File: src/pin_function_select_cfg.svh
// Summary of operation
// - Port D pin 6..0 selector: 0 routes port I/O, 1 routes bus data line.
// - Port D selectors reset to 0, or 1 in ROM-disabled expansion mode.
// - Port E direction register is 16 bits, read/write, bit n for pin n.
// - Direction bit 1 makes the pin an output, 0 an input.
// - Direction applies only to port I/O and timer functions.
// - Port E direction register resets to all zeros.
// - Two 16-bit read/write port E control registers; only the first picks pin functions, for pins 15..12.
// - Pin 15 field: port, timer 4D, DMA acknowledge 1, interrupt out; reset 00.
// - Pin 14 field: port, timer 4C, DMA acknowledge 0, 11 prohibited; reset 00.
// - Pin 13 field: port, timer 4B, manual reset in, 11 prohibited; reset 00.
// - Pin 12 field: port, timer 4A, 11 serial 3 transmit, 10 prohibited.
`ifndef PIN_FUNCTION_SELECT_CFG_SVH
`define PIN_FUNCTION_SELECT_CFG_SVH

`define PD_SEL_OFS 4'h0
`define PE_DIR_OFS 4'h4
`define PE_SEL1_OFS 4'h8
`define PE_SEL2_OFS 4'hC

`define PD_SEL_RST 7'h00
`define PE_DIR_RST 16'h0000
`define PE_SEL_RST 16'h0000

`define PE15_FLD 15
`define PE14_FLD 13
`define PE13_FLD 11
`define PE12_FLD 9
`define PE_MUX_LO 12

`endif

File: src/pin_function_select_pkg.sv
package pin_function_select_pkg;

  typedef enum logic [5:0] {
    FN_GPIO = 6'h01,
    FN_TIMER = 6'h02,
    FN_DMA = 6'h04,
    FN_IRQ = 6'h08,
    FN_MANUAL_RESET = 6'h10,
    FN_TXD = 6'h20
  } pin_func_e;

  typedef enum logic [1:0] {
    BUS_IDLE = 2'h1,
    BUS_ACK = 2'h2
  } bus_state_e;

  typedef struct packed {
    logic [3:0] addr;
    logic wr;
    logic [15:0] wdata;
    logic [1:0] be;
  } bus_req_s;

  typedef struct packed {
    logic out;
    logic oe;
  } pin_drive_s;

endpackage : pin_function_select_pkg

File: src/pin_function_select.sv
`timescale 1ns/1ps
`include "pin_function_select_cfg.svh"

module pin_function_select (
  input wire logic clk_i,
  input wire logic rst_i,
  input wire logic ext_rom_disabled_mode_i,
  input wire logic [3:0] avs_address_i,
  input wire logic avs_read_i,
  input wire logic avs_write_i,
  input wire logic [31:0] avs_writedata_i,
  input wire logic [3:0] avs_byteenable_i,
  output logic [31:0] avs_readdata_o,
  output logic avs_waitrequest_o,
  input wire logic [6:0] pd_pin_i,
  output logic [6:0] pd_pin_o,
  output logic [6:0] pd_pin_oe_o,
  input wire logic [6:0] pd_gpio_out_i,
  input wire logic [6:0] pd_gpio_oe_i,
  output logic [6:0] pd_gpio_in_o,
  input wire logic [6:0] bus_data_out_i,
  input wire logic [6:0] bus_data_oe_i,
  output logic [6:0] bus_data_in_o,
  input wire logic [15:0] pe_pin_i,
  output logic [15:0] pe_pin_o,
  output logic [15:0] pe_pin_oe_o,
  input wire logic [15:0] pe_gpio_out_i,
  output logic [15:0] pe_gpio_in_o,
  input wire logic [3:0] timer4_out_i,
  output logic [3:0] timer4_in_o,
  input wire logic [1:0] dma_ack_i,
  input wire logic irq_out_i,
  input wire logic serial3_txd_i,
  output logic manual_reset_in_o
);
  import pin_function_select_pkg::*;

  // Maps a two-bit selector of port E pins 15..12 to its function.
  // Prohibited codes fall back to port I/O.
  function automatic pin_func_e decode_pe_func(
    input logic [1:0] pin,
    input logic [1:0] code
  );
    pin_func_e f;
    f = FN_GPIO;
    if (code == 2'h1) begin
      f = FN_TIMER;
    end else if (code == 2'h2) begin
      unique case (pin)
        2'h3: f = FN_DMA;
        2'h2: f = FN_DMA;
        2'h1: f = FN_MANUAL_RESET;
        default: f = FN_GPIO;
      endcase
    end else if (code == 2'h3) begin
      unique case (pin)
        2'h3: f = FN_IRQ;
        2'h0: f = FN_TXD;
        default: f = FN_GPIO;
      endcase
    end
    return f;
  endfunction : decode_pe_func

  // Merges two byte lanes of a write into a 16-bit register.
  function automatic logic [15:0] merge16(
    input logic [15:0] old,
    input logic [15:0] wdata,
    input logic [1:0] be
  );
    logic [15:0] r;
    r = old;
    if (be[0]) begin
      r[7:0] = wdata[7:0];
    end
    if (be[1]) begin
      r[15:8] = wdata[15:8];
    end
    return r;
  endfunction : merge16

  // Gives a one-hot hit over the four registers for a byte address.
  // Unmapped addresses hit nothing, so reads return 0 and writes are dropped.
  function automatic logic [3:0] reg_hit(
    input logic [3:0] addr
  );
    logic [3:0] h;
    h = 4'h0;
    unique case (addr)
      `PD_SEL_OFS: h = 4'h1;
      `PE_DIR_OFS: h = 4'h2;
      `PE_SEL1_OFS: h = 4'h4;
      `PE_SEL2_OFS: h = 4'h8;
      default: h = 4'h0;
    endcase
    return h;
  endfunction : reg_hit

  bus_state_e bus_state_reg;
  bus_state_e bus_state_next;
  bus_req_s req_reg;
  bus_req_s req_next;
  logic strap_pending_reg;
  logic strap_pending_next;
  logic waitrequest_reg;
  logic waitrequest_next;
  logic [31:0] readdata_reg;
  logic [31:0] readdata_next;

  // Software-visible registers; port D keeps only bits 6..0 and reads 0 above.
  logic [6:0] pd_sel_reg;
  logic [6:0] pd_sel_next;
  logic [15:0] pe_dir_reg;
  logic [15:0] pe_dir_next;
  logic [15:0] pe_sel1_reg;
  logic [15:0] pe_sel1_next;
  logic [15:0] pe_sel2_reg;
  logic [15:0] pe_sel2_next;

  logic [6:0] pd_out_reg;
  logic [6:0] pd_out_next;
  logic [6:0] pd_oe_reg;
  logic [6:0] pd_oe_next;
  logic [6:0] pd_gin_reg;
  logic [6:0] pd_gin_next;
  logic [6:0] bd_in_reg;
  logic [6:0] bd_in_next;
  logic [15:0] pe_out_reg;
  logic [15:0] pe_out_next;
  logic [15:0] pe_oe_reg;
  logic [15:0] pe_oe_next;
  logic [15:0] pe_gin_reg;
  logic [15:0] pe_gin_next;
  logic [3:0] tmr_in_reg;
  logic [3:0] tmr_in_next;
  logic manual_reset_reg;
  logic manual_reset_next;

  // Two-bit codes of pins 15..12, indexed by pin number minus 12.
  logic [1:0] pe_code [4];

  assign pe_code[3] = pe_sel1_reg[`PE15_FLD -: 2];
  assign pe_code[2] = pe_sel1_reg[`PE14_FLD -: 2];
  assign pe_code[1] = pe_sel1_reg[`PE13_FLD -: 2];
  assign pe_code[0] = pe_sel1_reg[`PE12_FLD -: 2];

  // Bus slave. A request is latched in IDLE and answered one cycle later
  // with waitrequest low; writes commit on that answering edge.
  // The first cycle after reset is spent catching the mode strap, so the
  // bus stalls there rather than race the strap load.
  always_comb begin
    bus_state_next = bus_state_reg;
    req_next = req_reg;
    strap_pending_next = 1'b0;
    waitrequest_next = 1'b1;
    readdata_next = readdata_reg;
    pd_sel_next = pd_sel_reg;
    pe_dir_next = pe_dir_reg;
    pe_sel1_next = pe_sel1_reg;
    pe_sel2_next = pe_sel2_reg;
    if (strap_pending_reg) begin
      pd_sel_next = {7{ext_rom_disabled_mode_i}};
    end
    unique case (bus_state_reg)
      BUS_IDLE: begin
        if (!strap_pending_reg && (avs_read_i || avs_write_i)) begin
          bus_state_next = BUS_ACK;
          waitrequest_next = 1'b0;
          req_next.addr = avs_address_i;
          req_next.wr = avs_write_i;
          req_next.wdata = avs_writedata_i[15:0];
          req_next.be = avs_byteenable_i[1:0];
          unique case (reg_hit(avs_address_i))
            4'h1: readdata_next = {25'h0000000, pd_sel_reg};
            4'h2: readdata_next = {16'h0000, pe_dir_reg};
            4'h4: readdata_next = {16'h0000, pe_sel1_reg};
            4'h8: readdata_next = {16'h0000, pe_sel2_reg};
            default: readdata_next = 32'h00000000;
          endcase
        end
      end
      BUS_ACK: begin
        bus_state_next = BUS_IDLE;
        // Read data drops back to 0 when the answer ends, so no stale word lingers.
        readdata_next = 32'h00000000;
        if (req_reg.wr) begin
          unique case (reg_hit(req_reg.addr))
            4'h1: begin
              // All seven selectors sit in the low byte, so only lane 0 counts.
              if (req_reg.be[0]) begin
                pd_sel_next = req_reg.wdata[6:0];
              end
            end
            4'h2: begin
              pe_dir_next = merge16(pe_dir_reg, req_reg.wdata, req_reg.be);
            end
            4'h4: begin
              pe_sel1_next = merge16(pe_sel1_reg, req_reg.wdata, req_reg.be);
            end
            4'h8: begin
              pe_sel2_next = merge16(pe_sel2_reg, req_reg.wdata, req_reg.be);
            end
            default: begin
            end
          endcase
        end
      end
      default: begin
        bus_state_next = BUS_IDLE;
      end
    endcase
  end

  always_ff @(posedge clk_i or posedge rst_i) begin
    if (rst_i) begin
      bus_state_reg <= BUS_IDLE;
      req_reg <= '0;
      strap_pending_reg <= 1'b1;
      waitrequest_reg <= 1'b1;
      readdata_reg <= 32'h00000000;
      pd_sel_reg <= `PD_SEL_RST;
      pe_dir_reg <= `PE_DIR_RST;
      pe_sel1_reg <= `PE_SEL_RST;
      pe_sel2_reg <= `PE_SEL_RST;
    end else begin
      bus_state_reg <= bus_state_next;
      req_reg <= req_next;
      strap_pending_reg <= strap_pending_next;
      waitrequest_reg <= waitrequest_next;
      readdata_reg <= readdata_next;
      pd_sel_reg <= pd_sel_next;
      pe_dir_reg <= pe_dir_next;
      pe_sel1_reg <= pe_sel1_next;
      pe_sel2_reg <= pe_sel2_next;
    end
  end

  // Pin multiplexer. Every pin-facing signal is registered, which costs one
  // cycle of latency but keeps the pad outputs glitch free.
  always_comb begin
    pin_func_e f;
    pin_drive_s d;
    f = FN_GPIO;
    d = '0;
    // Each port D pin takes both drive and enable from the function that owns it.
    for (int i = 0; i < 7; i++) begin
      if (pd_sel_reg[i]) begin
        pd_out_next[i] = bus_data_out_i[i];
        pd_oe_next[i] = bus_data_oe_i[i];
      end else begin
        pd_out_next[i] = pd_gpio_out_i[i];
        pd_oe_next[i] = pd_gpio_oe_i[i];
      end
    end
    // The pin level reaches only the owning function; the other one sees 0.
    pd_gin_next = pd_pin_i & ~pd_sel_reg;
    bd_in_next = pd_pin_i & pd_sel_reg;

    // Pins 11..0 are treated as port I/O under their direction bits here.
    pe_out_next = pe_gpio_out_i;
    pe_oe_next = pe_dir_reg;
    pe_gin_next = pe_pin_i;
    tmr_in_next = 4'h0;
    // The manual reset input idles high, so a pin in any other function
    // can never pull the device into reset.
    manual_reset_next = 1'b1;
    for (int p = 0; p < 4; p++) begin
      f = decode_pe_func(2'(p), pe_code[p]);
      d.out = pe_gpio_out_i[`PE_MUX_LO + p];
      d.oe = pe_dir_reg[`PE_MUX_LO + p];
      unique case (f)
        FN_GPIO: begin
        end
        // Timer pins keep the direction bit, as the timer may use them either way.
        FN_TIMER: begin
          d.out = timer4_out_i[p];
          tmr_in_next[p] = pe_pin_i[`PE_MUX_LO + p];
        end
        // Pin 15 carries acknowledge 1 and pin 14 acknowledge 0, which is
        // the low bit of the pin index, and is driven out of the pin whatever its direction bit.
        FN_DMA: begin
          d.out = dma_ack_i[p[0]];
          d.oe = 1'b1;
        end
        FN_IRQ: begin
          d.out = irq_out_i;
          d.oe = 1'b1;
        end
        FN_MANUAL_RESET: begin
          d.out = 1'b0;
          d.oe = 1'b0;
          manual_reset_next = pe_pin_i[`PE_MUX_LO + p];
        end
        FN_TXD: begin
          d.out = serial3_txd_i;
          d.oe = 1'b1;
        end
        default: begin
          d.oe = 1'b0;
        end
      endcase
      pe_out_next[`PE_MUX_LO + p] = d.out;
      pe_oe_next[`PE_MUX_LO + p] = d.oe;
      // A pin lent to another function reads 0 as port data, so software
      // polling the port never sees a peripheral's traffic.
      if (f != FN_GPIO) begin
        pe_gin_next[`PE_MUX_LO + p] = 1'b0;
      end
    end
  end

  always_ff @(posedge clk_i or posedge rst_i) begin
    if (rst_i) begin
      pd_out_reg <= 7'h00;
      pd_oe_reg <= 7'h00;
      pd_gin_reg <= 7'h00;
      bd_in_reg <= 7'h00;
      pe_out_reg <= 16'h0000;
      pe_oe_reg <= 16'h0000;
      pe_gin_reg <= 16'h0000;
      tmr_in_reg <= 4'h0;
      manual_reset_reg <= 1'b1;
    end else begin
      pd_out_reg <= pd_out_next;
      pd_oe_reg <= pd_oe_next;
      pd_gin_reg <= pd_gin_next;
      bd_in_reg <= bd_in_next;
      pe_out_reg <= pe_out_next;
      pe_oe_reg <= pe_oe_next;
      pe_gin_reg <= pe_gin_next;
      tmr_in_reg <= tmr_in_next;
      manual_reset_reg <= manual_reset_next;
    end
  end

  assign avs_readdata_o = readdata_reg;
  assign avs_waitrequest_o = waitrequest_reg;
  assign pd_pin_o = pd_out_reg;
  assign pd_pin_oe_o = pd_oe_reg;
  assign pd_gpio_in_o = pd_gin_reg;
  assign bus_data_in_o = bd_in_reg;
  assign pe_pin_o = pe_out_reg;
  assign pe_pin_oe_o = pe_oe_reg;
  assign pe_gpio_in_o = pe_gin_reg;
  assign timer4_in_o = tmr_in_reg;
  assign manual_reset_in_o = manual_reset_reg;

endmodule : pin_function_select

File: config.mk
export PLATFORM = sky130hd
export DESIGN_NAME = pin_function_select
export DESIGN_NICKNAME = d
export VERILOG_FILES = /design/src/pin_function_select_pkg.sv /design/src/pin_function_select.sv
export VERILOG_INCLUDE_DIRS = /design/src
export SDC_FILE = /design/constraint.sdc
export NUM_CORES = 1
export LEC_CHECK = 0
export BUFFER_PORTS_ARGS = -buffer_cell sky130_fd_sc_hd__buf_2
export CORE_ASPECT_RATIO = 1.25
export CORE_MARGIN = 4
export CORE_UTILIZATION = 30
export CTS_BUF_LIST = sky130_fd_sc_hd__clkbuf_4 sky130_fd_sc_hd__clkbuf_8
export CTS_CLUSTER_DIAMETER = 30
export DETAILED_ROUTE_END_ITERATION = 12
export GPL_ROUTABILITY_DRIVEN = 1
export GPL_TIMING_DRIVEN = 0
export HOLD_SLACK_MARGIN = 0.02
export PLACE_DENSITY_LB_ADDON = 0.3
export SETUP_SLACK_MARGIN = 0.3
export SLEW_MARGIN = 15
export SYNTH_ARGS = -nofsm -noshare
export SYNTH_HDL_FRONTEND = slang
export SYNTH_SLANG_ARGS = --single-unit
File: constraint.sdc
create_clock -name clk_i -period 14.6 [get_ports clk_i]
set_clock_uncertainty 0.05 [all_clocks]
set_input_delay 0.73 -clock clk_i [delete_from_list [all_inputs] [get_ports clk_i]]
set_output_delay 0.73 -clock clk_i [all_outputs]
set_load 0.05 [all_outputs]
==> results.md, run 1 <==
Setup path:
- The minimum setup slack among reg-to-reg paths is 12.73 ns.
- The worst register-to-register path begins at bus_state_reg[0].
- On the critical path the largest part of the delay comes from flip-flops.
- The number of buffers and inverters on the critical path is 1.
- The cell with the largest stage delay on the worst path is sky130_fd_sc_hd__dfstp_2.
- Data arrives at the worst endpoint at 1.23 ns.
- The launch point of the critical path is avs_waitrequest_o.
- The kind of launch point of the worst setup path is a register.
- The worst setup path is of the register to output pin kind.
- The worst setup path is captured at an output pin.
- The end of the worst register-to-register path is avs_readdata_o[8].
- On the worst path, the slowest cell contributes a delay of 0.53 ns.
- The top fanout value on the critical path is 1.
- The signal on the critical path passes through buf_2.
- The cell depth of the worst flop-to-flop path is 3.
- At the worst endpoint, the required time is 13.82 ns.

Layout:
- The multi-input gate area in the final layout is 2200 sq um.
- The area growth from synthesis to layout is 26.4%.
- The number of flip-flops under the largest register name is 23.
- The area of all sequential standard cells is 4480 sq um.
- In the final layout, the share of cells above drive strength 1 is 56.9%.
- Fill cells in the final layout number 2141.
- Leaving out fill and tap cells, the most frequent cell in the layout is sky130_fd_sc_hd__buf_2.
- In the layout the commonest cells are 202 x sky130_fd_sc_hd__buf_2, 175 x sky130_fd_sc_hd__dfrtp_1, 83 x sky130_fd_sc_hd__mux2_2, 18 x sky130_fd_sc_hd__mux2_4.
- After the last flow step, the layout net total stands at 784.
- The number of antenna diodes is 0.

Route:
- In the routed design, unresolved DRC markers number 0.
- For this run, the detailed router's first-pass iteration total came to 4.
- Wires add up to 16700 um.
- In the final routed layout, each cell accounts on average for 17.5 um.
- The number of vias in the routed layout is 4228.
- The violation count after the first detailed-route iteration is 180.
- In the routed layout, each cell is associated on average with a via count of 4.43.
- The count of nets left with antenna violations once routing finished came out at 0.

Logic synthesis:
- The post-synthesis instance area is 6860 sq um.
- The number of flip-flops and latches in the synthesized netlist is 179.
- Counting flops with a built-in enable in the synthesized netlist gives 0.
- The mux contribution to synthesized area is 20.3%.
- Among all flip-flop cells after synthesis, the most frequent one is sky130_fd_sc_hd__dfrtp_1.
- The adder-cell share of the synthesized area is 0.911%.
- A synthesized cell averages 16.1 sq um.
- The largest family of logic cells by synthesized area is multiplexers.
- Of all flip-flops after synthesis, the portion carrying an async set or reset was 100%.
- After Yosys synthesis, XOR and XNOR cells account for 0% of the synthesized area.
- The Yosys step of the flow raised 0 warnings.
- Of the total synthesized cell area, the portion taken by AND, OR, NAND and NOR gates is 5.69%.
- After technology mapping, the gate count stands at 426.
- The post-synthesis compound-gate area fraction is 4.21%.
- Synthesis instantiated 41 different standard cells from the library.
- The sequential area share after synthesis is 65.3%.

Placement:
- Summed over all nets, the half-perimeter wirelength after detailed placement is 11800 um.
- The routability congestion estimate is 0.729.
- The number of port buffers is 197.

Timing:
- The worst slew slack as a fraction of its limit is 54.2%.
- The transition time of the tightest slew-check pin is 0.687 ns.
- The final-report hold violation count is 0.
- The number of setup violations in the final report is 0.
- Static timing analysis puts the maximum clock frequency at 497 MHz.
- The worst path in the final design needs a cycle of 2.01 ns, including I/O delays and setup.
- The setup TNS is 0 ns.
- Final hold analysis gives a worst-case slack of 0.270 ns.
- Of the available clock period, the critical path in the final layout requires 13.8%.
- The number of slew-limit violations in the final report is 0.
- Setup repair after global routing left no endpoint under its margin.

Global routing:
- The initial antenna violation count is 0.
- The number of global-route vias before repair is 4615.
- The pin count of the biggest net entering global routing is 103.
- The first-pass GRT wire length is 25600 um.
- The overall routing resource usage is 13.3%.
- After global routing the overflow that remains totals 0.

Clock tree:
- Clock-pin slew was measured on the worst setup and hold paths at 0.10 ns.
- The number of H-tree levels is 4.
- The clock net sink count is 179.
- The largest buffer count on any clock path is 2.
- The source-to-sink clock delay at the later pin of the worst-skew pair is 0.46 ns.
- TritonCTS built the clock tree.
- The total of hold buffers inserted after clock tree synthesis is 0.
- Counting the buffers created by CTS gives 17.
- In this run, post-CTS repair resized a total of 0 instances.
- Post-CTS timing repair inserted 0 buffers for setup.
- The root cell of the clock tree is sky130_fd_sc_hd__clkbuf_8.

Hold path:
- The path class of the tightest hold or removal check is input port to async pin.

Power:
- The cell-internal power is 0.740 mW.
- The part of the power in combinational logic is 18.0%.
- The clock network fraction of design power is 29.7%.
- The worst-case IR drop observed on VDD is 0.0000637 V.
- The total power is 1.10 mW.
- The cell area power density is 127 nW/um^2.
- The analysis attributes to net switching a power of 0.357 mW.
- The analysis attributes to cell leakage a power of 4.50 nW.
- In this run switching power makes up 32.5% of total power.
- Sequential cells account for 52.2% of the total power.

Run:
- Max-cap violations in this run came to 0.

Floorplanning:
- The floorplan core area is 22400 sq um.
- 234 I/O pins were placed.
- Once the floorplan was initialized, standard cells occupied 30.7% of the core.
- The horizontal die dimension is 143 um.
- The floorplan step defined a die boundary enclosing 25400 sq um.
- Measured along the y axis, the die boundary spans 177 um.
- After floorplanning, the core was divided into 61 placement rows.

Run status:
- The run finished with clean final reports.
[cell type report]
type	count	share of cell area, %
Sequential cell	179	51.7
Multi-Input combinational cell	222	25.4
Timing Repair Buffer	198	11.7
Tap cell	283	4.08
Clock buffer	17	2.70
Buffer	28	2.19
Clock inverter	14	1.62
Inverter	13	0.649
[logic make-up after synthesis]
family          count (synthesis)
compound gates                 38
fa+ha+maj                       5
buf+inv                        41
flops                         179
mux                           110
other cells                     1
simple gates                   52
[stage by stage]
step	setup slack [ns]	area, sq um	utilization, %	instances
final	12.59	8670	38.8	954
after floorplan	8.97	6920	-	442
after global routing	12.52	8670	38.8	954
after detailed placement	12.20	8300	37.1	923
after global placement	7.21	8260	37.0	922
after CTS	12.54	8670	38.8	954
[routing by layer]
layer,GRT usage [%],vias to the layer above,share of wire [%]
met2,23.0,179,51
met3,3.68,12,8.6
met5,0,-,0
met4,4.08,0,1.2
met1,16.2,2104,40
li1,-,1933,-
[power by group through the flow]
stage	Clock [mW]	Sequential (mW)	Combinational [mW]
2_1_floorplan	0	0.636	0.0877
3_3_place_gp	0	0.581	0.196
3_5_place_dp	0	0.583	0.201
4_1_cts	0.342	0.574	0.201
5_1_grt	0.364	0.580	0.212
6_report	0.326	0.573	0.198
[cell usage after synthesis, types with 5 or more instances]
cell	instances	area share [%]
sky130_fd_sc_hd__a22o_1	7	0.89
sky130_fd_sc_hd__a22oi_1	10	1.1
sky130_fd_sc_hd__and2_1	11	1.0
sky130_fd_sc_hd__buf_2	5	0.36
sky130_fd_sc_hd__buf_4	17	1.9
sky130_fd_sc_hd__dfrtp_1	175	64
sky130_fd_sc_hd__ha_1	5	0.91
sky130_fd_sc_hd__inv_1	13	0.71
sky130_fd_sc_hd__mux2_2	83	14
sky130_fd_sc_hd__mux2_4	18	3.9
sky130_fd_sc_hd__mux4_2	8	2.6
sky130_fd_sc_hd__nand2_1	5	0.27
sky130_fd_sc_hd__nor2b_1	11	1.0
sky130_fd_sc_hd__o21ai_0	9	0.66
sky130_fd_sc_hd__o2bb2ai_1	9	1.1
[how the worst max path moves through the flow]
stage	slack, ns	cells past startpoint	end
floorplan	8.97	1	avs_readdata_o[0]
global placement	7.21	2	pe_pin_oe_o[14]
detailed placement	12.20	4	avs_readdata_o[8]
CTS	12.54	1	avs_waitrequest_o
global route	12.52	1	manual_reset_in_o
finish	12.59	1	avs_waitrequest_o
(Power assumes the default switching activity.)
==> run 2: changes to the inputs <==
Settings changed: ABC_AREA set to 1.
Clock period 14.6 ns to 1.9 ns, I/O delays scaled along.
==> run 2 against run 1 <==
Net effect: power rose to 7.8 times the previous value; sequential power rose to 7.5 times the previous value; sequential share of layout area shrank 7.1 points; combinational power increased to 8.4 times the previous value; core utilization grew 4.9 points; worst setup slack worse by 12 ns; final cell count increased by 45%; via count increased by 44%; largest cell class unchanged.
==> results.md, run 2 <==
Run status:
- The run finished with clean final reports.

Floorplanning:
- The number of core rows is 62 (+1.6%).
- The number of top-level pins is 234 (unchanged).
- The effective utilization at floorplan is 30.5% (-0.20 points).
- The horizontal die dimension is 145 um (+1.1%).
- The overall die height is 179 um (+1.1%).
- The floorplan die area was 25900 sq um (+2.2%).
- The floorplan core area was 23000 sq um (+3.0%).

Timing:
- The final-report hold violation count is 0 (unchanged).
- The setup TNS came to 0 ns (unchanged).
- The number of setup violations in the final report is 0 (unchanged).
- The worst-case setup margin in the final layout is 0.358 ns (-12.23 ns).
- The transition time of the tightest slew-check pin is 0.784 ns (+0.0970 ns).
- Setup repair after global routing left no endpoint under its margin.
- The worst slew slack as a fraction of its limit is 47.4% (-6.8 points).
- The number of slew-limit violations in the final report is 0 (unchanged).
- The worst path in the final design needs a cycle of 1.54 ns, including I/O delays and setup.
- The highest attainable clock frequency is 648 MHz.
- The worst path uses 81.2% of the clock period.

Logic synthesis:
- After synthesis, the most frequently instantiated cells are 270 x sky130_fd_sc_hd__nand2_1, 175 x sky130_fd_sc_hd__dfrtp_1, 68 x sky130_fd_sc_hd__nand3_1, 55 x sky130_fd_sc_hd__inv_1, 31 x sky130_fd_sc_hd__o21ai_0.
- The fraction of synthesis flops using an asynchronous set or reset pin came to 100% (unchanged).
- Sorting the synthesized cells by area gives the leading types as sky130_fd_sc_hd__dfrtp_1 62%, sky130_fd_sc_hd__nand2_1 14%, sky130_fd_sc_hd__nand3_1 4.8%.
- The sequential area share after synthesis is 63.8% (-1.5 points).
- The count of flip-flops with a built-in enable after synthesis came to 0 (unchanged).
- The average instance area after synthesis is 9.51 sq um (-41%).
- Among all flip-flop cells after synthesis, the most frequent one is sky130_fd_sc_hd__dfrtp_1.
- The cell count after synthesis is 739 (+73%).
- The cell accounting for the most synthesized area is sky130_fd_sc_hd__dfrtp_1.
- Among all cell types in the netlist, the one instantiated most often is sky130_fd_sc_hd__nand2_1.
- The post-synthesis cell type count is 28 (-32%).
- The number of flip-flops and latches in the synthesized netlist is 179 (unchanged).
- The post-synthesis instance area was 7030 sq um (+2.4%).
- The proportion of netlist area held by the largest area contributor is 62.3% (-1.5 points).
- The Yosys warning count is 0 (unchanged).

Global routing:
- The leftover overflow at the end of global routing is 0 (unchanged).
- The overall routing resource usage is 15.7% (+2.4 points).
- The number of global-route vias before repair is 6207 (+34%).
- The pin count of the biggest net entering global routing is 36 (-65%).
- The first-pass GRT wire length was 31900 um (+24%).
- The initial antenna violation count is 0 (unchanged).

Clock tree:
- The source-to-sink clock delay at the later pin of the worst-skew pair was 0.45 ns (about the same).
- The largest buffer count on any clock path is 2 (unchanged).
- The root cell of the clock tree is sky130_fd_sc_hd__clkbuf_8.
- The clock net sink count was 179 (unchanged).
- The clock-pin slew of the registers on the worst-case setup and hold paths was 0.10 ns (about the same).
- TritonCTS built the clock tree.
- The number of buffers created by CTS is 17 (unchanged).
- The number of H-tree levels is 4 (unchanged).

Route:
- The total length of routed wires came to 20400 um (+22%).
- The total iterations of the first detailed-routing run came to 5 (+1).
- The wire length per cell after detailed routing is 14.7 um (-16%).
- The routed via count divided by cell count is 4.38 (-1.1%).
- The violation count after the first detailed-route iteration came to 325 (+81%).
- The number of design rule violations left after detail routing is 0 (unchanged).
- The count of antenna-violating nets left after detailed routing is 0 (unchanged).
- The number of vias in the routed layout is 6083 (+44%).

Layout:
- The number of antenna diodes is 0 (unchanged).
- The fraction of the core area covered by cells at the end of the flow is 43.7% (+4.9 points).
- The summed area of non-filler cells in the final layout came to 10100 sq um (+16%).
- Leaving out fill and tap cells, the most frequent cells in the layout are 267 x sky130_fd_sc_hd__nand2_1, 208 x sky130_fd_sc_hd__buf_2, 175 x sky130_fd_sc_hd__dfrtp_1, 97 x sky130_fd_sc_hd__dlygate4sd3_1, 68 x sky130_fd_sc_hd__nand3_1.
- The library cell used most frequently in the layout, excluding fill and tap cells, is sky130_fd_sc_hd__nand2_1.
- The post-layout net count is 1212 (+55%).
- The proportion of layout cells with a drive suffix above 1 is 29.0% (-28 points).
- Relative to the synthesized area, the layout overhead comes to 43.2%.
- The number of flip-flops under the largest register name was 23 (unchanged).

Placement:
- The number of port buffers was 199 (+1.0%).
- The setup slack after placement is 0.0450 ns (-12.16 ns).
- The cell area after placement is 8550 sq um (+3.0%).
- The routability congestion estimate was 0.784 (+7.6%).
- The placed wire-length estimate came to 14200 um (+20%).

Setup path:
- The data arrival time at the worst-slack endpoint was 1.85 ns (+0.62 ns).
- The kind of launch point of the worst setup path is a register.
- The gate family responsible for the most delay along the worst path is simple AND/OR/NAND/NOR gates.
- The largest individual stage delay along the critical path comes from the cell sky130_fd_sc_hd__dfstp_2.
- The data required time of the worst path is 2.21 ns (-11.61 ns).
- The worst setup path is of the register to register kind.
- By instance count, the cell type seen most on the critical path is sky130_fd_sc_hd__inv_2.
- The critical path goes through inv_2 -> nand2_4 -> nor2_4 -> inv_2 -> nor2_4 -> buf_6 -> nand2_1 -> o21ai_1 -> inv_2.
- The category of the worst setup path capture point is a register.
- The delay of the slowest cell on the worst path is 0.37 ns (-0.16 ns).
- The startpoint of the worst-slack reg-to-reg timing path is bus_state_reg[0].
- The number of buffer and inverter instances along the worst setup path came to 4 (+3).
- The top fanout value on the critical path is 10 (+9).
- The most critical setup path has its startpoint at bus_state_reg[0].

Power:
- The cell area power density is 847 nW/um^2 (+570%).
- The total power is 8.52 mW (+680%).
- The maximum VDD drop was 0.000434 V (+580%).
- The static leakage power is 5.55 nW (+24%).

Hold path:
- The startpoint identified for the worst hold timing path is ext_rom_disabled_mode_i.
- The tightest min-delay check is of the input port to register type.

Run:
- The max-capacitance violation count is 0 (unchanged).
## run 2: logic make-up (layout without fill, tap and decap cells)
kind of cell / Yosys count / count (layout) / share of synthesized area [%]
fa+ha+maj: 5 / 5 / 0.890
flops: 179 / 179 / 63.8
simple gates: 393 / 393 / 24.2
other cells: 1 / 17 / 0.0534
compound gates: 58 / 58 / 4.17
buf+inv: 103 / 448 / 6.87
## run 2: metrics by stage
stage | hold slack [ns] | instances
after floorplan | 0.0764 | 755
after global placement | 0.153 | 1242
after detailed placement | 0.155 | 1247
after CTS | 0.0350 | 1379
after global routing | 0.0822 | 1388
final | 0.0671 | 1388
## run 2: final cells by class
type,count,area [sq um]
buffer,36,256
clock buffer,21,277
clock inverter,11,104
fill,2226,13000
inverter,67,255
multi-input combinational,473,2170
sequential,179,4480
tap,288,360
timing repair buffer,312,2150
timing repair inverter,1,5.00
## run 2: layer usage
layer | track usage, % | vias up | wire, um
met5 | 0 | - | 0
met4 | 4.86 | 0 | 398
met3 | 3.39 | 29 | 1200
met2 | 28.2 | 191 | 10500
met1 | 18.5 | 2864 | 8300
li1 | - | 2999 | -
## run 2: worst reg2reg max path: stages, from the launching register on
cell,delay [ns]
sky130_fd_sc_hd__dfstp_2,0.37
sky130_fd_sc_hd__inv_2,0.07
sky130_fd_sc_hd__nand2_4,0.09
sky130_fd_sc_hd__nor2_4,0.17
sky130_fd_sc_hd__inv_2,0.13
sky130_fd_sc_hd__nor2_4,0.20
sky130_fd_sc_hd__buf_6,0.17
sky130_fd_sc_hd__nand2_1,0.07
sky130_fd_sc_hd__o21ai_1,0.09
sky130_fd_sc_hd__inv_2,0.04
## run 2: what timing repair did
action                                  CTS  global route
gates cloned                              0             1
hold endpoints to repair                121             0
pin swaps                                 3             5
setup buffers                             3             8
gates resized for setup                  13            11
hold buffers                             97             0
endpoints found under the setup margin   77            95
## run 2: power breakdown
part           internal, mW  switching [mW]  total [mW]
registers              4.09           0.217        4.31
clock network          1.15            1.40        2.54
logic                 0.540            1.13        1.67
## run 2: final timing paths
kind	end	slack (ns)	cells past startpoint
max	pd_sel_reg[0]	0.36	9
min	pd_sel_reg[5]	0.07	5
max reg2reg	pd_sel_reg[0]	0.36	9
min reg2reg	pe_pin_oe_o[7]	0.35	0
max in group asynchronous	avs_waitrequest_o	0.60	6
min in group asynchronous	pd_pin_o[4]	0.18	3
==> run 3: changes to the inputs <==
Clock period 1.9 ns to 1.42 ns, I/O delays scaled along.
==> run 3 against run 2 <==
Net effect: non-clock buffer count is 67 higher; power is 51% higher; critical endpoint is now req_reg[15]; core utilization is 9.2 points higher; the run now ends with hold timing, setup timing left; fmax is 0.11% lower; largest cell class unchanged; first-iteration DRC count is 14% lower; combinational power is 83% higher; via count is 6.5% higher.
==> results.md, run 3 (same netlist as run 2, synthesis figures left out) <==
Floorplanning:
- The overall die height came to 179 um (unchanged).
- The effective utilization at floorplan was 30.5% (unchanged).
- The number of core rows is 62 (unchanged).
- The floorplan core area is 23000 sq um (unchanged).
- The floorplan die area is 25900 sq um (unchanged).
- The horizontal die dimension is 145 um (unchanged).
- The number of top-level pins is 234 (unchanged).

Placement:
- The number of port buffers was 199 (unchanged).
- The cell area after placement is 8710 sq um (+1.9%).
- The routability congestion estimate is 0.806 (+2.7%).
- The placed wire-length estimate is 14100 um (-0.21%).

Clock tree:
- CTS placed an instance of sky130_fd_sc_hd__clkbuf_8 at the clock tree root.
- The number of H-tree levels is 4 (unchanged).
- The total of hold buffers inserted after clock tree synthesis is 102 (+5.2%).
- The clock net sink count came to 179 (unchanged).
- The largest buffer count on any clock path is 2 (unchanged).
- The clock-pin slew of the registers on the worst-case setup and hold paths came to 0.10 ns (about the same).
- TritonCTS built the clock tree.
- The source-to-sink clock delay at the later pin of the worst-skew pair came to 0.47 ns (+0.02 ns).
- The number of buffers created by CTS is 17 (unchanged).

Layout:
- The post-layout net count is 1279 (+5.5%).
- The area of all sequential standard cells came to 4490 sq um (about the same).
- The summed area of non-filler cells in the final layout was 12200 sq um (+21%).
- The multi-input gate area in the final layout was 2720 sq um (+25%).
- The number of antenna diodes is 0 (unchanged).
- The area growth from synthesis to layout is 73.5%.
- The number of fillers in the final layout came to 1976 (-11%).
- In the layout the commonest cells are 176 x sky130_fd_sc_hd__nand2_1, 173 x sky130_fd_sc_hd__dfrtp_1, 122 x sky130_fd_sc_hd__buf_6, 107 x sky130_fd_sc_hd__buf_2, 100 x sky130_fd_sc_hd__dlygate4sd3_1.
- The most common cell after layout, fill and taps aside is sky130_fd_sc_hd__nand2_1.
- The proportion of layout cells with a drive suffix above 1 is 44.1% (+15 points).
- The number of flip-flops under the largest register name was 23 (unchanged).

Route:
- The routed via count divided by cell count is 4.45 (+1.6%).
- The number of vias in the routed layout came to 6478 (+6.5%).
- The wire length per cell after detailed routing is 15.7 um (+6.8%).
- The met1 wire length is 8950 um (+7.8%).
- The number of design rule violations left after detail routing is 0 (unchanged).
- The total length of routed wires is 22800 um (+12%).
- The violation count after the first detailed-route iteration is 280 (-14%).
- The met3 routed wirelength was 1360 um (+13%).
- The total met2 wirelength after detailed routing is 12100 um (+16%).
- The top layer reached by signal wires is met5.
- The total iterations of the first detailed-routing run came to 4 (-1).
- The count of antenna-violating nets left after detailed routing came to 0 (unchanged).

Timing:
- The number of slew-limit violations in the final report is 0 (unchanged).
- The transition time of the tightest slew-check pin was 0.675 ns (-0.109 ns).
- The highest attainable clock frequency came to 648 MHz (-0.11%).
- The final hold slack is -0.469 ns (-0.536 ns).
- The worst slew slack as a fraction of its limit is 54.8% (+7.4 points).
- The worst-case setup margin in the final layout is -0.124 ns (-0.482 ns).
- Setup repair after global routing could not meet its margin everywhere.
- The number of setup violations in the final report came to 90 (+90).
- The minimum clock period after layout is 1.54 ns (+0.00172 ns).
- The final-report hold violation count is 35 (+35).
- The setup TNS was -5.85 ns (-5.85 ns).
- The post-route fraction of the period consumed by the critical path is 109% (+28 points).

Global routing:
- The leftover overflow at the end of global routing was 0 (unchanged).
- The first-pass GRT wire length is 34200 um (+7.2%).
- The pin count of the biggest net entering global routing is 36 (unchanged).
- The overall routing resource usage is 17.0% (+1.3 points).
- The initial antenna violation count is 1 (+1).
- The number of global-route vias before repair was 6560 (+5.7%).

Setup path:
- The number of buffer and inverter instances along the worst setup path is 4 (unchanged).
- STA classifies the critical path startpoint as a register.
- The most numerous cell type found on the critical path is sky130_fd_sc_hd__buf_6.
- The critical path class is register to register.
- The category of the worst setup path capture point is a register.
- The slowest stage of the critical path belongs to the cell sky130_fd_sc_hd__dfstp_2.
- The delay of the slowest cell on the worst path was 0.57 ns (+0.20 ns).
- The data arrival time at the worst-slack endpoint is 1.86 ns (about the same).
- The top fanout value on the critical path was 4 (-6).
- The data required time of the worst path came to 1.74 ns (-0.47 ns).
- Traced cell by cell, the critical path runs through inv_4 -> nor2_4 -> nand2_4 -> buf_6 -> buf_8 -> buf_6 -> nand2_2 -> nand2_1.
- The kind of cell with the highest combined delay along the critical path is flip-flops.

Hold path:
- The path class of the tightest hold or removal check is input port to async pin.

Power:
- The static leakage power was 6.35 nW (+14%).
- The maximum VDD drop came to 0.000643 V (+48%).
- The cell area power density was 1060 nW/um^2 (+25%).

Run status:
- The flow ran to the end, but the final reports show violations.
- The checks that failed: hold timing, setup timing.

Run:
- The max-capacitance violation count is 0 (unchanged).
run 3: cell count changes in the layout (fill, tap and decap cells not counted), sizes merged:
cell and delta:
buf +62, bufinv +3, clkbuf -3, clkinv -4, clkinvlp +2, dlygate4sd3 +3, dlymetal6s4s +2, inv +1
nand2 +1
run 3: area by class of cell:
class | instances | area share [%]
buffer | 36 | 2.79
clock buffer | 18 | 2.03
clock inverter | 14 | 1.63
inverter | 67 | 2.20
multi-input combinational | 474 | 22.3
sequential | 179 | 36.8
tap | 288 | 2.96
timing repair buffer | 379 | 29.3
run 3: worst paths after layout:
check / start / end / slack [ns] / cells after the start
worst max-delay path: bus_state_reg[0] / req_reg[15] / -0.12 / 8
worst min-delay path: rst_i / pe_gpio_in_o[1] / -0.47 / 2
worst max register to register: bus_state_reg[0] / req_reg[15] / -0.12 / 8
worst min register to register: pe_dir_reg[11] / pe_pin_oe_o[11] / 0.36 / 0
max in group asynchronous: rst_i / bus_state_reg[1] / 0.43 / 5
min in group clk_i: avs_read_i / bus_state_reg[0] / -0.06 / 4
run 3: timing repair:
| item | in CTS | in global routing |
|---|---|---|
| setup buffers | 44 | 19 |
| hold endpoints to repair | 144 | 35 |
| endpoints found under the setup margin | 196 | 214 |
| pin swaps | 28 | 54 |
| gates resized for setup | 278 | 137 |
| cloned | 6 | 4 |
run 3: power breakdown:
group          total (mW)  internal [mW]  switching, mW
Clock                3.94           1.98           1.95
Combinational        3.06           1.31           1.74
Sequential           5.88           5.48          0.400
Total                12.9           8.77           4.10
run 3: routing by layer:
metal / up-vias / global-route usage (%)
met1: 3095 / 20.5
met4: 2 / 5.02
met5: - / 0
met2: 206 / 30.2
met3: 26 / 3.95
li1: 3149 / -
run 3: through the flow:
stage	std cells	hold slack (ns)	total power [mW]	setup WS (ns)	util (%)
floorplan	755	0.0524	7.22	-0.992	-
global placement	1242	0.129	7.82	-2.18	37.3
detailed placement	1248	0.0203	7.89	-0.220	37.8
CTS	1432	-0.501	12.7	-0.0595	50.1
global route	1455	-0.468	13.4	-0.218	52.9
finish	1455	-0.469	12.9	-0.124	52.9
